## config.mk

```make
export PLATFORM = sky130hd
export DESIGN_NAME = reset_strap_config_latch
export DESIGN_NICKNAME = d
export VERILOG_FILES = /design/src/cfg_pkg.sv /design/src/pin_sync.sv /design/src/reset_strap_config_latch.sv
export VERILOG_INCLUDE_DIRS = /design/src
export SDC_FILE = /design/constraint.sdc
export NUM_CORES = 1
export LEC_CHECK = 0
export ABC_AREA = 1
export BUFFER_PORTS_ARGS = -buffer_cell sky130_fd_sc_hd__buf_4
export CORE_MARGIN = 5
export CORE_UTILIZATION = 25
export DETAILED_ROUTE_END_ITERATION = 10
export PLACE_DENSITY_LB_ADDON = 0.12
export SLEW_MARGIN = 5
export SYNTH_ARGS = -nofsm -noshare
export SYNTH_HDL_FRONTEND = slang
export SYNTH_SLANG_ARGS = --single-unit
```

## constraint.sdc

```tcl
create_clock -name core_clk -period 0.95 [get_ports core_clk]
set_input_delay 0.19 -clock core_clk [delete_from_list [all_inputs] [get_ports core_clk]]
set_output_delay 0.19 -clock core_clk [all_outputs]
set_load 0.05 [all_outputs]
```

## src/strap_cfg_defs.svh

```systemverilog
// Purpose: Named constants for the reset strap configuration latch
// Assumes: Included by its bare name from design files
// Notes: Definitions only
`ifndef STRAP_CFG_DEFS_SVH
`define STRAP_CFG_DEFS_SVH

// In-order queue depths
`define IOQ_DEPTH_DEEP 8
`define IOQ_DEPTH_SHALLOW 1
`define IOQ_DEPTH_W 4

// Reset vectors: 1M-16 and 4G-16
`define VEC_LOW 32'h000F_FFF0
`define VEC_HIGH 32'hFFFF_FFF0

// Two-bit identifier encodings
`define ID_0 2'h0
`define ID_1 2'h1
`define ID_2 2'h2
`define ID_3 2'h3

// Reset values
`define POLICY_RESET 8'h00
`define RATIO_RAW_RESET 4'hF
`define PIN_SYNC_RESET 1'b1

`endif

```

## src/cfg_pkg.sv

```systemverilog
// Purpose: Types shared by the reset strap configuration latch
// Assumes: Active-low straps, electrical levels as seen at the pins
// Notes: Field order of pin_bundle_type fixes the synchroniser layout
`default_nettype none

package cfg_pkg;

    // Raw pin levels, all passed through one synchroniser
    typedef struct packed {
        logic sys_reset_n;
        logic cache_flush_n;
        logic soft_init_n;
        logic strap_frc;
        logic strap_low_vector;
        logic strap_ioq_shallow;
        logic strap_addr_err_obs;
        logic strap_bus_err_obs;
        logic strap_bus_init_obs;
        logic strap_cluster_hi;
        logic strap_cluster_lo;
        logic [2:0] peer_pins; // Bit 2 is peer pin 3, bit 0 is peer pin 1
        logic addr_bit20_mask_n;
        logic ignore_fpu_err_n;
        logic [1:0] local_irq_pins;
    } pin_bundle_type;

    // Software-programmable policy bits
    typedef struct packed {
        logic standby_clock_gate_bit;
        logic bus_err_n_tgt_drive_en;
        logic bus_init_n_drive_en;
        logic bus_err_n_internal_drive_en;
        logic bus_err_n_init_drive_en;
        logic addr_err_drive_en;
        logic resp_par_chk_en;
        logic data_err_chk_en;
    } policy_type;

    // Hardware configuration captured at reset release
    typedef struct packed {
        logic outputs_float;
        logic addr_err_obs_en;
        logic bus_err_obs_en;
        logic bus_init_obs_en;
        logic [3:0] ioq_depth;
        logic [31:0] reset_vector;
        logic lockstep_en;
        logic lockstep_checker;
        logic [1:0] cluster_id;
        logic [1:0] agent_id;
        logic [1:0] arb_id;
        logic [3:0] ratio_raw; // local_irq_pins[1:0], ignore_fpu_err_n, addr_bit20_mask_n
    } hw_cfg_type;

    typedef enum logic [1:0] {
        ST_POWERUP,
        ST_HELD,
        ST_RUN
    } cfg_state_type;

endpackage : cfg_pkg

`default_nettype wire

```

## src/pin_sync.sv

```systemverilog
// Purpose: Two-stage synchroniser for a bundle of asynchronous pins
// Assumes: Single clock, synchronous active-low reset
// Notes: Only the second stage may be read by other logic
`include "strap_cfg_defs.svh"
`timescale 1ns/1ps
`default_nettype none

module pin_sync
#(
    parameter int unsigned WIDTH = 1
)
(
    input wire logic core_clk,
    input wire logic reset_n,
    input wire logic [WIDTH-1:0] pins_async,
    output logic [WIDTH-1:0] pins_sync
);

    if (WIDTH < 1)
    begin : g_bad_width
        $error("pin_sync: WIDTH must be at least 1");
    end

    typedef struct packed {
        logic [WIDTH-1:0] meta;
        logic [WIDTH-1:0] stable;
    } sync_state_type;

    sync_state_type q_r;
    sync_state_type q_nxt;

    // Shift one stage per clock; meta feeds only stable
    always_comb
    begin
        q_nxt = q_r;
        q_nxt.meta = pins_async;
        q_nxt.stable = q_r.meta;
    end

    // Idle to inactive-high so no false release is seen
    always_ff @(posedge core_clk)
    begin
        if (!reset_n)
        begin
            q_r <= {(2 * WIDTH){`PIN_SYNC_RESET}};
        end
        else
        begin
            q_r <= q_nxt;
        end
    end

    assign pins_sync = q_r.stable;

endmodule : pin_sync

`default_nettype wire

```

## src/reset_strap_config_latch.sv

```systemverilog
// Purpose: Latch hardware straps at system reset release and hold software policy bits
// Assumes: Straps and system reset arrive asynchronously on pins; policy writes are
//          single-cycle strobes from logic on core_clk
// Notes: Core clock ratio is kept as raw pin levels; its decode lives elsewhere
`include "strap_cfg_defs.svh"
`timescale 1ns/1ps
`default_nettype none

// Functional notes
// Flush strap low at release floats all outputs until a clean release.
// Soft init strap low at release starts built-in self test; no software path.
// Every reset clears data bus error checking; software may enable later.
// Every reset clears response parity checking; software may enable later.
// Every reset clears address parity error driving; software may enable later.
// Address error receiver enabled only by its strap low at release.
// Every reset disables bus error driving for initiator bus errors.
// Target-error drive bit resets off, is writable, never drives; errors still observed.
// Every reset disables bus error driving on internal errors.
// Bus error receiver strap option is not supported; receiver stays off.
// Every reset disables bus init driving; software normally enables it.
// Bus init receiver enabled only by its strap low at release.
// Queue depth one if shallow strap low at reset, else eight; fixed.
// Reset vector is 1M-16 with low-vector strap low, else 4G-16.
// Lockstep checking enabled when its strap is low at release.
// Cluster ID from hi/lo strap levels: HH 0, HL 1, LH 2, LL 3.
// System logic asserts request line 0 only at release; agents sample peers.
// Without lockstep, agent ID from the low peer pin; arbitration ID equals it.
// With lockstep, agents 1 and 3 check 0 and 2 and borrow their IDs.
// System gives each logical processor on the bus a distinct agent ID.
// Standby clock gate bit defaults 0 (clock runs); 1 gates core clock in standby.
// Ratio pins sampled from reset assertion and latched at its release.
// System holds straps from four clocks before to two clocks after release.
// Captured configuration stays fixed until next reset; all resets alike.
// Latched straps and policy bits are visible as status outputs.
module reset_strap_config_latch
    import cfg_pkg::*;
#(
    parameter int unsigned IOQ_DEEP = `IOQ_DEPTH_DEEP,
    parameter int unsigned IOQ_SHALLOW = `IOQ_DEPTH_SHALLOW
)
(
    input wire logic core_clk,
    input wire logic reset_n,
    input wire logic sys_reset_n,
    input wire logic cache_flush_n,
    input wire logic soft_init_n,
    input wire logic strap_frc,
    input wire logic strap_low_vector,
    input wire logic strap_ioq_shallow,
    input wire logic strap_addr_err_obs,
    input wire logic strap_bus_err_obs,
    input wire logic strap_bus_init_obs,
    input wire logic strap_cluster_hi,
    input wire logic strap_cluster_lo,
    input wire logic [3:1] arb_req_peer_pins,
    input wire logic addr_bit20_mask_n,
    input wire logic ignore_fpu_err_n,
    input wire logic [1:0] local_irq_pins,
    input wire logic tgt_err_seen,
    input wire logic sw_policy_wr,
    input wire policy_type sw_policy_wdata,
    output hw_cfg_type hw_cfg,
    output policy_type policy,
    output logic cfg_valid,
    output logic in_reset,
    output logic ratio_sampling,
    output logic bist_start,
    output logic bus_err_n_tgt_drive,
    output logic machine_check_req
);

    // Parameters the capture logic cannot serve: depths must fit the
    // four-bit field and shallow must stay below deep
    if ((IOQ_SHALLOW < 1) || (IOQ_DEEP <= IOQ_SHALLOW) ||
        (IOQ_DEEP >= (1 << `IOQ_DEPTH_W)))
    begin : g_bad_ioq
        $error("reset_strap_config_latch: IOQ depths out of range");
    end

    localparam int unsigned PIN_W = $bits(pin_bundle_type);

    // All module state in one record
    typedef struct packed {
        cfg_state_type state;
        logic sys_rst_prev;
        hw_cfg_type hw;
        policy_type policy;
        logic cfg_valid;
        logic in_reset;
        logic ratio_sampling;
        logic bist_start;
        logic bus_err_n_tgt_drive;
        logic machine_check_req;
    } latch_state_type;

    // Registered record and its next value
    latch_state_type q_r;
    latch_state_type q_nxt;

    // Pin levels before and after the synchroniser
    pin_bundle_type pins_raw;
    pin_bundle_type pins_s;
    logic [PIN_W-1:0] pins_s_bits;
    logic release_seen;

    // Cluster ID from electrical levels of the two straps
    function automatic logic [1:0] decode_cluster(input logic hi, input logic lo);
        logic [1:0] id;
        id = {~hi, ~lo};
        return id;
    endfunction : decode_cluster

    // Agent ID from the peer request pins; one low pin expected
    // Several low pins point to a wiring fault; the highest pin then wins
    function automatic logic [1:0] decode_agent(input logic [2:0] peer);
        logic [1:0] id;
        id = `ID_0;
        if (!peer[2])
        begin
            id = `ID_1;
        end
        else if (!peer[1])
        begin
            id = `ID_2;
        end
        else if (!peer[0])
        begin
            id = `ID_3;
        end
        return id;
    endfunction : decode_agent

    // Arbitration ID: checkers borrow the ID of their master
    // Masters and lone agents keep their own ID
    function automatic logic [1:0] decode_arb(input logic [1:0] agent, input logic lockstep);
        logic [1:0] id;
        id = agent;
        if (lockstep && (agent == `ID_1))
        begin
            id = `ID_0;
        end
        else if (lockstep && (agent == `ID_3))
        begin
            id = `ID_2;
        end
        return id;
    endfunction : decode_arb

    // Checker role follows odd agent IDs under lockstep
    function automatic logic is_checker(input logic [1:0] agent, input logic lockstep);
        logic chk;
        chk = lockstep && ((agent == `ID_1) || (agent == `ID_3));
        return chk;
    endfunction : is_checker

    // Whole hardware configuration from one sampled pin set
    function automatic hw_cfg_type capture(input pin_bundle_type p);
        hw_cfg_type c;
        logic [1:0] agent;
        logic lockstep;
        lockstep = ~p.strap_frc;
        agent = decode_agent(p.peer_pins);
        c.outputs_float = ~p.cache_flush_n;
        c.addr_err_obs_en = ~p.strap_addr_err_obs;
        c.bus_err_obs_en = 1'b0;
        c.bus_init_obs_en = ~p.strap_bus_init_obs;
        c.ioq_depth = p.strap_ioq_shallow ? `IOQ_DEPTH_W'(IOQ_DEEP)
                                          : `IOQ_DEPTH_W'(IOQ_SHALLOW);
        c.reset_vector = p.strap_low_vector ? `VEC_HIGH : `VEC_LOW;
        c.lockstep_en = lockstep;
        c.lockstep_checker = is_checker(agent, lockstep);
        c.cluster_id = decode_cluster(p.strap_cluster_hi, p.strap_cluster_lo);
        c.agent_id = agent;
        c.arb_id = decode_arb(agent, lockstep);
        // Ratio pins stay raw; decoding them is left to the clock logic
        c.ratio_raw = {p.local_irq_pins, p.ignore_fpu_err_n, p.addr_bit20_mask_n};
        return c;
    endfunction : capture

    // Values shown before any capture has happened
    // Deep queue and high vector match an agent with no straps pulled low
    function automatic hw_cfg_type hw_default();
        hw_cfg_type c;
        c.outputs_float = 1'b0;
        c.addr_err_obs_en = 1'b0;
        c.bus_err_obs_en = 1'b0;
        c.bus_init_obs_en = 1'b0;
        c.ioq_depth = `IOQ_DEPTH_W'(IOQ_DEEP);
        c.reset_vector = `VEC_HIGH;
        c.lockstep_en = 1'b0;
        c.lockstep_checker = 1'b0;
        c.cluster_id = `ID_0;
        c.agent_id = `ID_0;
        c.arb_id = `ID_0;
        c.ratio_raw = `RATIO_RAW_RESET;
        return c;
    endfunction : hw_default

    // Group pins so that straps and reset share one pipeline
    // Field order follows pin_bundle_type
    always_comb
    begin
        pins_raw.sys_reset_n = sys_reset_n;
        pins_raw.cache_flush_n = cache_flush_n;
        pins_raw.soft_init_n = soft_init_n;
        pins_raw.strap_frc = strap_frc;
        pins_raw.strap_low_vector = strap_low_vector;
        pins_raw.strap_ioq_shallow = strap_ioq_shallow;
        pins_raw.strap_addr_err_obs = strap_addr_err_obs;
        pins_raw.strap_bus_err_obs = strap_bus_err_obs;
        pins_raw.strap_bus_init_obs = strap_bus_init_obs;
        pins_raw.strap_cluster_hi = strap_cluster_hi;
        pins_raw.strap_cluster_lo = strap_cluster_lo;
        pins_raw.peer_pins = arb_req_peer_pins;
        pins_raw.addr_bit20_mask_n = addr_bit20_mask_n;
        pins_raw.ignore_fpu_err_n = ignore_fpu_err_n;
        pins_raw.local_irq_pins = local_irq_pins;
    end

    // Same delay on reset and straps keeps the sample aligned to the pin edge,
    // relying on straps holding two clocks past release
    pin_sync #(
        .WIDTH(PIN_W)
    ) u_pin_sync (
        .core_clk(core_clk),
        .reset_n(reset_n),
        .pins_async(pins_raw),
        .pins_sync(pins_s_bits)
    );

    assign pins_s = pin_bundle_type'(pins_s_bits);

    // Rising edge of the synchronised system reset
    // Previous level resets high, so block reset alone gives no false edge
    assign release_seen = ~q_r.sys_rst_prev & pins_s.sys_reset_n;

    // Next-state logic
    always_comb
    begin
        q_nxt = q_r;
        q_nxt.sys_rst_prev = pins_s.sys_reset_n;
        q_nxt.bist_start = 1'b0;
        q_nxt.machine_check_req = 1'b0;
        // Target errors never reach the bus error pin, whatever the policy
        q_nxt.bus_err_n_tgt_drive = 1'b0;

        // Any active system reset clears the software policies
        // A write in the same cycle is lost; software writes after release
        if (!pins_s.sys_reset_n)
        begin
            q_nxt.policy = policy_type'(`POLICY_RESET);
        end

        // Powerup waits for a first reset pulse, then held and run alternate
        case (q_r.state)
            ST_POWERUP:
            begin
                // Nothing is valid until a full reset pulse has been seen
                if (!pins_s.sys_reset_n)
                begin
                    q_nxt.state = ST_HELD;
                    q_nxt.in_reset = 1'b1;
                    q_nxt.ratio_sampling = 1'b1;
                end
            end
            ST_HELD:
            begin
                // Hardware fields keep their old values through reset
                // Writes are not taken here; the reset keeps policy clear
                if (release_seen)
                begin
                    q_nxt.hw = capture(pins_s);
                    q_nxt.cfg_valid = 1'b1;
                    q_nxt.bist_start = ~pins_s.soft_init_n;
                    q_nxt.in_reset = 1'b0;
                    q_nxt.ratio_sampling = 1'b0;
                    q_nxt.state = ST_RUN;
                end
            end
            ST_RUN:
            begin
                // Reset entry; hardware fields hold until the next release
                if (!pins_s.sys_reset_n)
                begin
                    q_nxt.state = ST_HELD;
                    q_nxt.in_reset = 1'b1;
                    q_nxt.ratio_sampling = 1'b1;
                end
                else
                begin
                    // Writes count only outside reset
                    if (sw_policy_wr)
                    begin
                        q_nxt.policy = sw_policy_wdata;
                    end
                    // Target errors are observed even though never driven
                    q_nxt.machine_check_req = tgt_err_seen;
                end
            end
            default:
            begin
                q_nxt.state = ST_POWERUP;
            end
        endcase
    end

    // State register
    // Block reset forgets any capture; a new system reset pulse is needed
    always_ff @(posedge core_clk)
    begin
        if (!reset_n)
        begin
            q_r.state <= ST_POWERUP;
            q_r.sys_rst_prev <= `PIN_SYNC_RESET;
            q_r.hw <= hw_default();
            q_r.policy <= policy_type'(`POLICY_RESET);
            q_r.cfg_valid <= 1'b0;
            q_r.in_reset <= 1'b0;
            q_r.ratio_sampling <= 1'b0;
            q_r.bist_start <= 1'b0;
            q_r.bus_err_n_tgt_drive <= 1'b0;
            q_r.machine_check_req <= 1'b0;
        end
        else
        begin
            q_r <= q_nxt;
        end
    end

    // Every output straight from the state record
    // No logic after the flops, so consumers see no glitches
    assign hw_cfg = q_r.hw;
    assign policy = q_r.policy;
    assign cfg_valid = q_r.cfg_valid;
    assign in_reset = q_r.in_reset;
    assign ratio_sampling = q_r.ratio_sampling;
    assign bist_start = q_r.bist_start;
    assign bus_err_n_tgt_drive = q_r.bus_err_n_tgt_drive;
    assign machine_check_req = q_r.machine_check_req;

endmodule : reset_strap_config_latch

`default_nettype wire

```

After elaboration in Yosys (flattened, before gate mapping)
Index checks and enable logic that the tools add are counted.
{"block": "classes", "bitwise_logic": 9, "n_eq_ne": 6, "n_reduce_logical": 12, "muxes": 19}
{"cell": "32-bit two-way mux", "count": 1}
{"cell": "8-bit two-way mux", "count": 4}
{"cell": "2-bit two-way mux", "count": 10}
{"cell": "3-bit AND reduction", "count": 3}
{"cell": "4-bit two-way mux", "count": 2}
{"cell": "1-bit inverter", "count": 8}
{"cell": "2-bit one-hot mux with 2 select lines", "count": 2}
{"cell": "2-bit by 1-bit == test with 1-bit output, second input constant", "count": 2}
{"cell": "2-bit == test, second input constant", "count": 2}
{"cell": "2-bit != test, second input constant", "count": 2}
{"cell": "2-bit AND reduction", "count": 2}
{"cell": "1-bit logical AND", "count": 3}
{"cell": "2-bit zero test", "count": 1}
{"cell": "2-bit nonzero test", "count": 1}
{"cell": "2-bit OR reduction", "count": 1}
{"cell": "1-bit bitwise AND", "count": 1}
{"cell": "1-bit logical OR", "count": 1}
{"block": "totals", "output_inout_bits": 66, "regBits": 104, "input_bits": 30, "wordCells": 75}

Logic depth before layout (Yosys ltp)
{"block": "logic_depth", "depth_word": 9, "depth_mapped": 7, "ltp_nobuf": 6}

Hierarchy
Synthesis repeated with hierarchy kept, for this count alone.
{"block": "unflattened", "cells_unflattened": 328, "hier_area_um2": 2771.4}
{"module": "reset_strap_config_latch", "instances": 1, "area_per_inst_um2": 1719.1, "cells_each": 216, "seq_area_each_um2": 660.6}
{"module": "pin_sync", "instances": 1, "area_per_inst_um2": 1052.3, "cells_each": 112, "seq_area_each_um2": 720.7}

Least setup slack after synthesis
No wires, ideal clock.
{"block": "synth_path", "kind": "register -> output", "from": "reg, netlist name in_reset", "to": "out ratio_sampling", "t_required_ns": 0.760, "path_buffers": 1, "t_arrival_ns": 0.913, "path_stages_with_launch": 2, "path_slack_ns": -0.153, "path_cell_list": "dfxtp_1 > buf_4"}
{"element": "end, declared", "line": "reset_strap_config_latch.sv:66", "source": "output logic ratio_sampling,"}

==> reports/metrics.yaml <==
status: "finished with violations"
violations: "setup timing"
synthToLayoutAreaGrowth_pct: 43.8
numCtsBuffers: 9
die_width_um: 112
fin_cells: 481
setup_slack_ps: -210
avgViaCountPerCell: 3.57
whs_path_depth: 2
dr.pass1.iters: 4
ys_warn_count: 0
dp_slack_ps: -138
period_minus_slack_ps: 1160
crit_chain: "buf_4"
clockBufferDepth: 2
syn_area_um2: 2610
dr_wl_met3_um: 394
finalClockSkew_ps: 9.47
io_pins: 96
critical-path-max-stage-delay_ps: 420
slowest_stage: "dfxtp_4"
place_congestion: 0.693
hold_viol: 0
grt_pass1_wl_mm: 8.27
fill_cells: 1075
end_kind: "output pin"
avgSynthCellArea_um2: 9.14
worstSetupPathType: "reg -> out"
drtIter0Drc: 35
wl_per_cell_um: 11.0
cts_tree: "done"
routed-wl-met2_mm: 2.56
cp.depth: 1
place_inst: 455
nNetsFinal: 370
finalPower_mw: 5.63
syn_inst: 286
ys_seq_elements: 67
core-area_um2: 10300
synth.distinct_cells: 21
synth_seq_area_share_pct: 51.3
ctsHoldBuffers: 0
antenna_found_initial: 0
synth_top_area_share_pct: 51.3
fin_crit_sh_pct: 122
setup-violations-final: 69
dp_hpwl_mm: 3.50
yosysTopAreaCell: "dfxtp_1"
p_per_area_nw_per_um2: 1500
timing.fmax_mhz: 862
diodes: 0
crit_path_max_fanout: 13
num_vias: 1719
die_area_um2: 12600
die_h_um: 112
synth.top_cells.by_area: "dfxtp_1 (51%), buf_4 (18%), or2_1 (6.9%)"
cp.required_ps: 760
holdWs_ps: 23.3
num_rows: 37
drv_slew: 0
wl_met1_mm: 2.26
grt_overflow: 0
cts_sinks: 67
portBuffers: 70
min_path_type: "in -> reg"
worstRegToRegCells: 5
drv_cap: 0
arrival_ps: 970
p_leak_nw: 1.56
start_util_pct: 25.4
rsz0062_at_grt: "true"
htreeDepth: 3
worst_path_dominant_cell_family: "flip-flops"
drive_gt1_share_pct: 57.7
cts_root_buf: "clkbuf_8"
antenna_left: 0
worst_setup_path_start_kind: "flip-flop"
grt_pass1_vias: 1631
grt_max_degree: 32
drc: 0
path_buf_inv: 1
route.top_layer_used: "met4"
vdd_drop_max_mv: 0.606
clk_latency_ps: 340
path_clk_slew_ps: 80
track_usage_pct: 8.35
wirelength_mm: 5.31
[worst paths after layout]
check | startpoint | slack [ps] | endpoint
min reg2reg | u_pin_sync.pins_sync[15] | 390 | bist_start
max reg2reg | q_r[67] | -130 | hw_cfg[4]
min | local_irq_pins[1] | 20 | u_pin_sync.q_nxt[1]
max | hw_cfg[42] | -210 | hw_cfg[36]
[cells in the mapped netlist]
library cell / number
dfxtp_1: 67
buf_4: 63
nand2_1: 39
or2_1: 29
a21oi_1: 16
inv_1: 15
nor2_1: 14
nand3_1: 8
o21a_1: 8
clkbuf_1: 5
or2_2: 5
buf_6: 3
inv_2: 3
conb_1: 2
nand2_4: 2
o21ai_0: 2
nand3_4: 1
nor2_4: 1
nor3_1: 1
nor3b_1: 1
o22ai_1: 1
[placed cells by master (no fill, tap or decap)]
master / n
inv_1: 13
inv_2: 3
inv_6: 1
o21a_1: 8
nand3_4: 3
dfxtp_1: 34
o21ai_1: 2
nand3_2: 6
o22ai_2: 1
dfxtp_4: 4
nor2_4: 1
clkinv_4: 2
buf_12: 2
nand2_4: 6
nor3_1: 1
nor3b_2: 1
a21oi_2: 14
buf_6: 11
dfxtp_2: 29
nand2_8: 2
or2_1: 29
buf_4: 50
buf_8: 27
nand2_1: 18
or2_2: 5
nand3_1: 1
clkinv_2: 1
nand2_2: 16
conb_1: 24
clkbuf_8: 9
a21oi_1: 2
inv_8: 2
nor2_1: 14
clkinvlp_4: 3
[report_power, final]
group | total, mW | internal (mW) | leakage, nW | switching [mW]
sequential | 2.91 | 2.88 | 0.560 | 0.0345
clock | 2.12 | 0.958 | 0.0818 | 1.16
combinational | 0.604 | 0.203 | 0.919 | 0.401
total | 5.63 | 4.04 | 1.56 | 1.60
[metrics by stage]
step	util [%]	TNS (ps)	area (µm²)
floorplan	-	0	2700
global placement	29.0	-1890	2980
detailed placement	29.0	-2670	2980
CTS	34.8	-7920	3570
global route	36.6	-10390	3760
finish	36.6	-6520	3760
[final cells by class]
class / count / area (µm²) / share of cell area [%]
clock buffer: 9 / 124 / 3.29
clock inverter: 7 / 53.8 / 1.43
inverter: 18 / 82.6 / 2.20
multi-input combinational: 154 / 992 / 26.4
sequential: 67 / 1390 / 37.0
tap: 136 / 170 / 4.53
timing repair buffer: 90 / 945 / 25.1
[metal layers]
| metal | GRT usage, % | vias to the layer above |
|---|---|---|
| met1 | 9.93 | 749 |
| met5 | 0 | - |
| met2 | 13.2 | 61 |
| met4 | 4.09 | 0 |
| li1 | - | 903 |
| met3 | 3.29 | 6 |
[repair_timing]
item,CTS,global route
hold endpoints to repair,0,0
gates cloned,2,1
gates resized for setup,128,34
pin swaps,11,8
setup endpoints to repair,72,73
setup buffers,1,6
[cells by family (layout without fill, tap and decap cells)]
logic type	count (synthesis)	count (layout)	share of synthesized area (%)
simple gates	101	103	19.7
buf+inv	89	124	22.7
compound gates	27	27	5.98
flops	67	67	51.3
other cells	2	24	0.287
[sequential cells by signal (all words and copies together), names as in the netlist]
name,cells
hw_cfg,18
u_pin_sync.q_nxt,17
machine_check_req,1
u_pin_sync.pins_sync,17
q_r,3
cfg_valid,1
in_reset,1
bist_start,1
policy,8
Note: power is estimated with default switching activity, not from simulation.
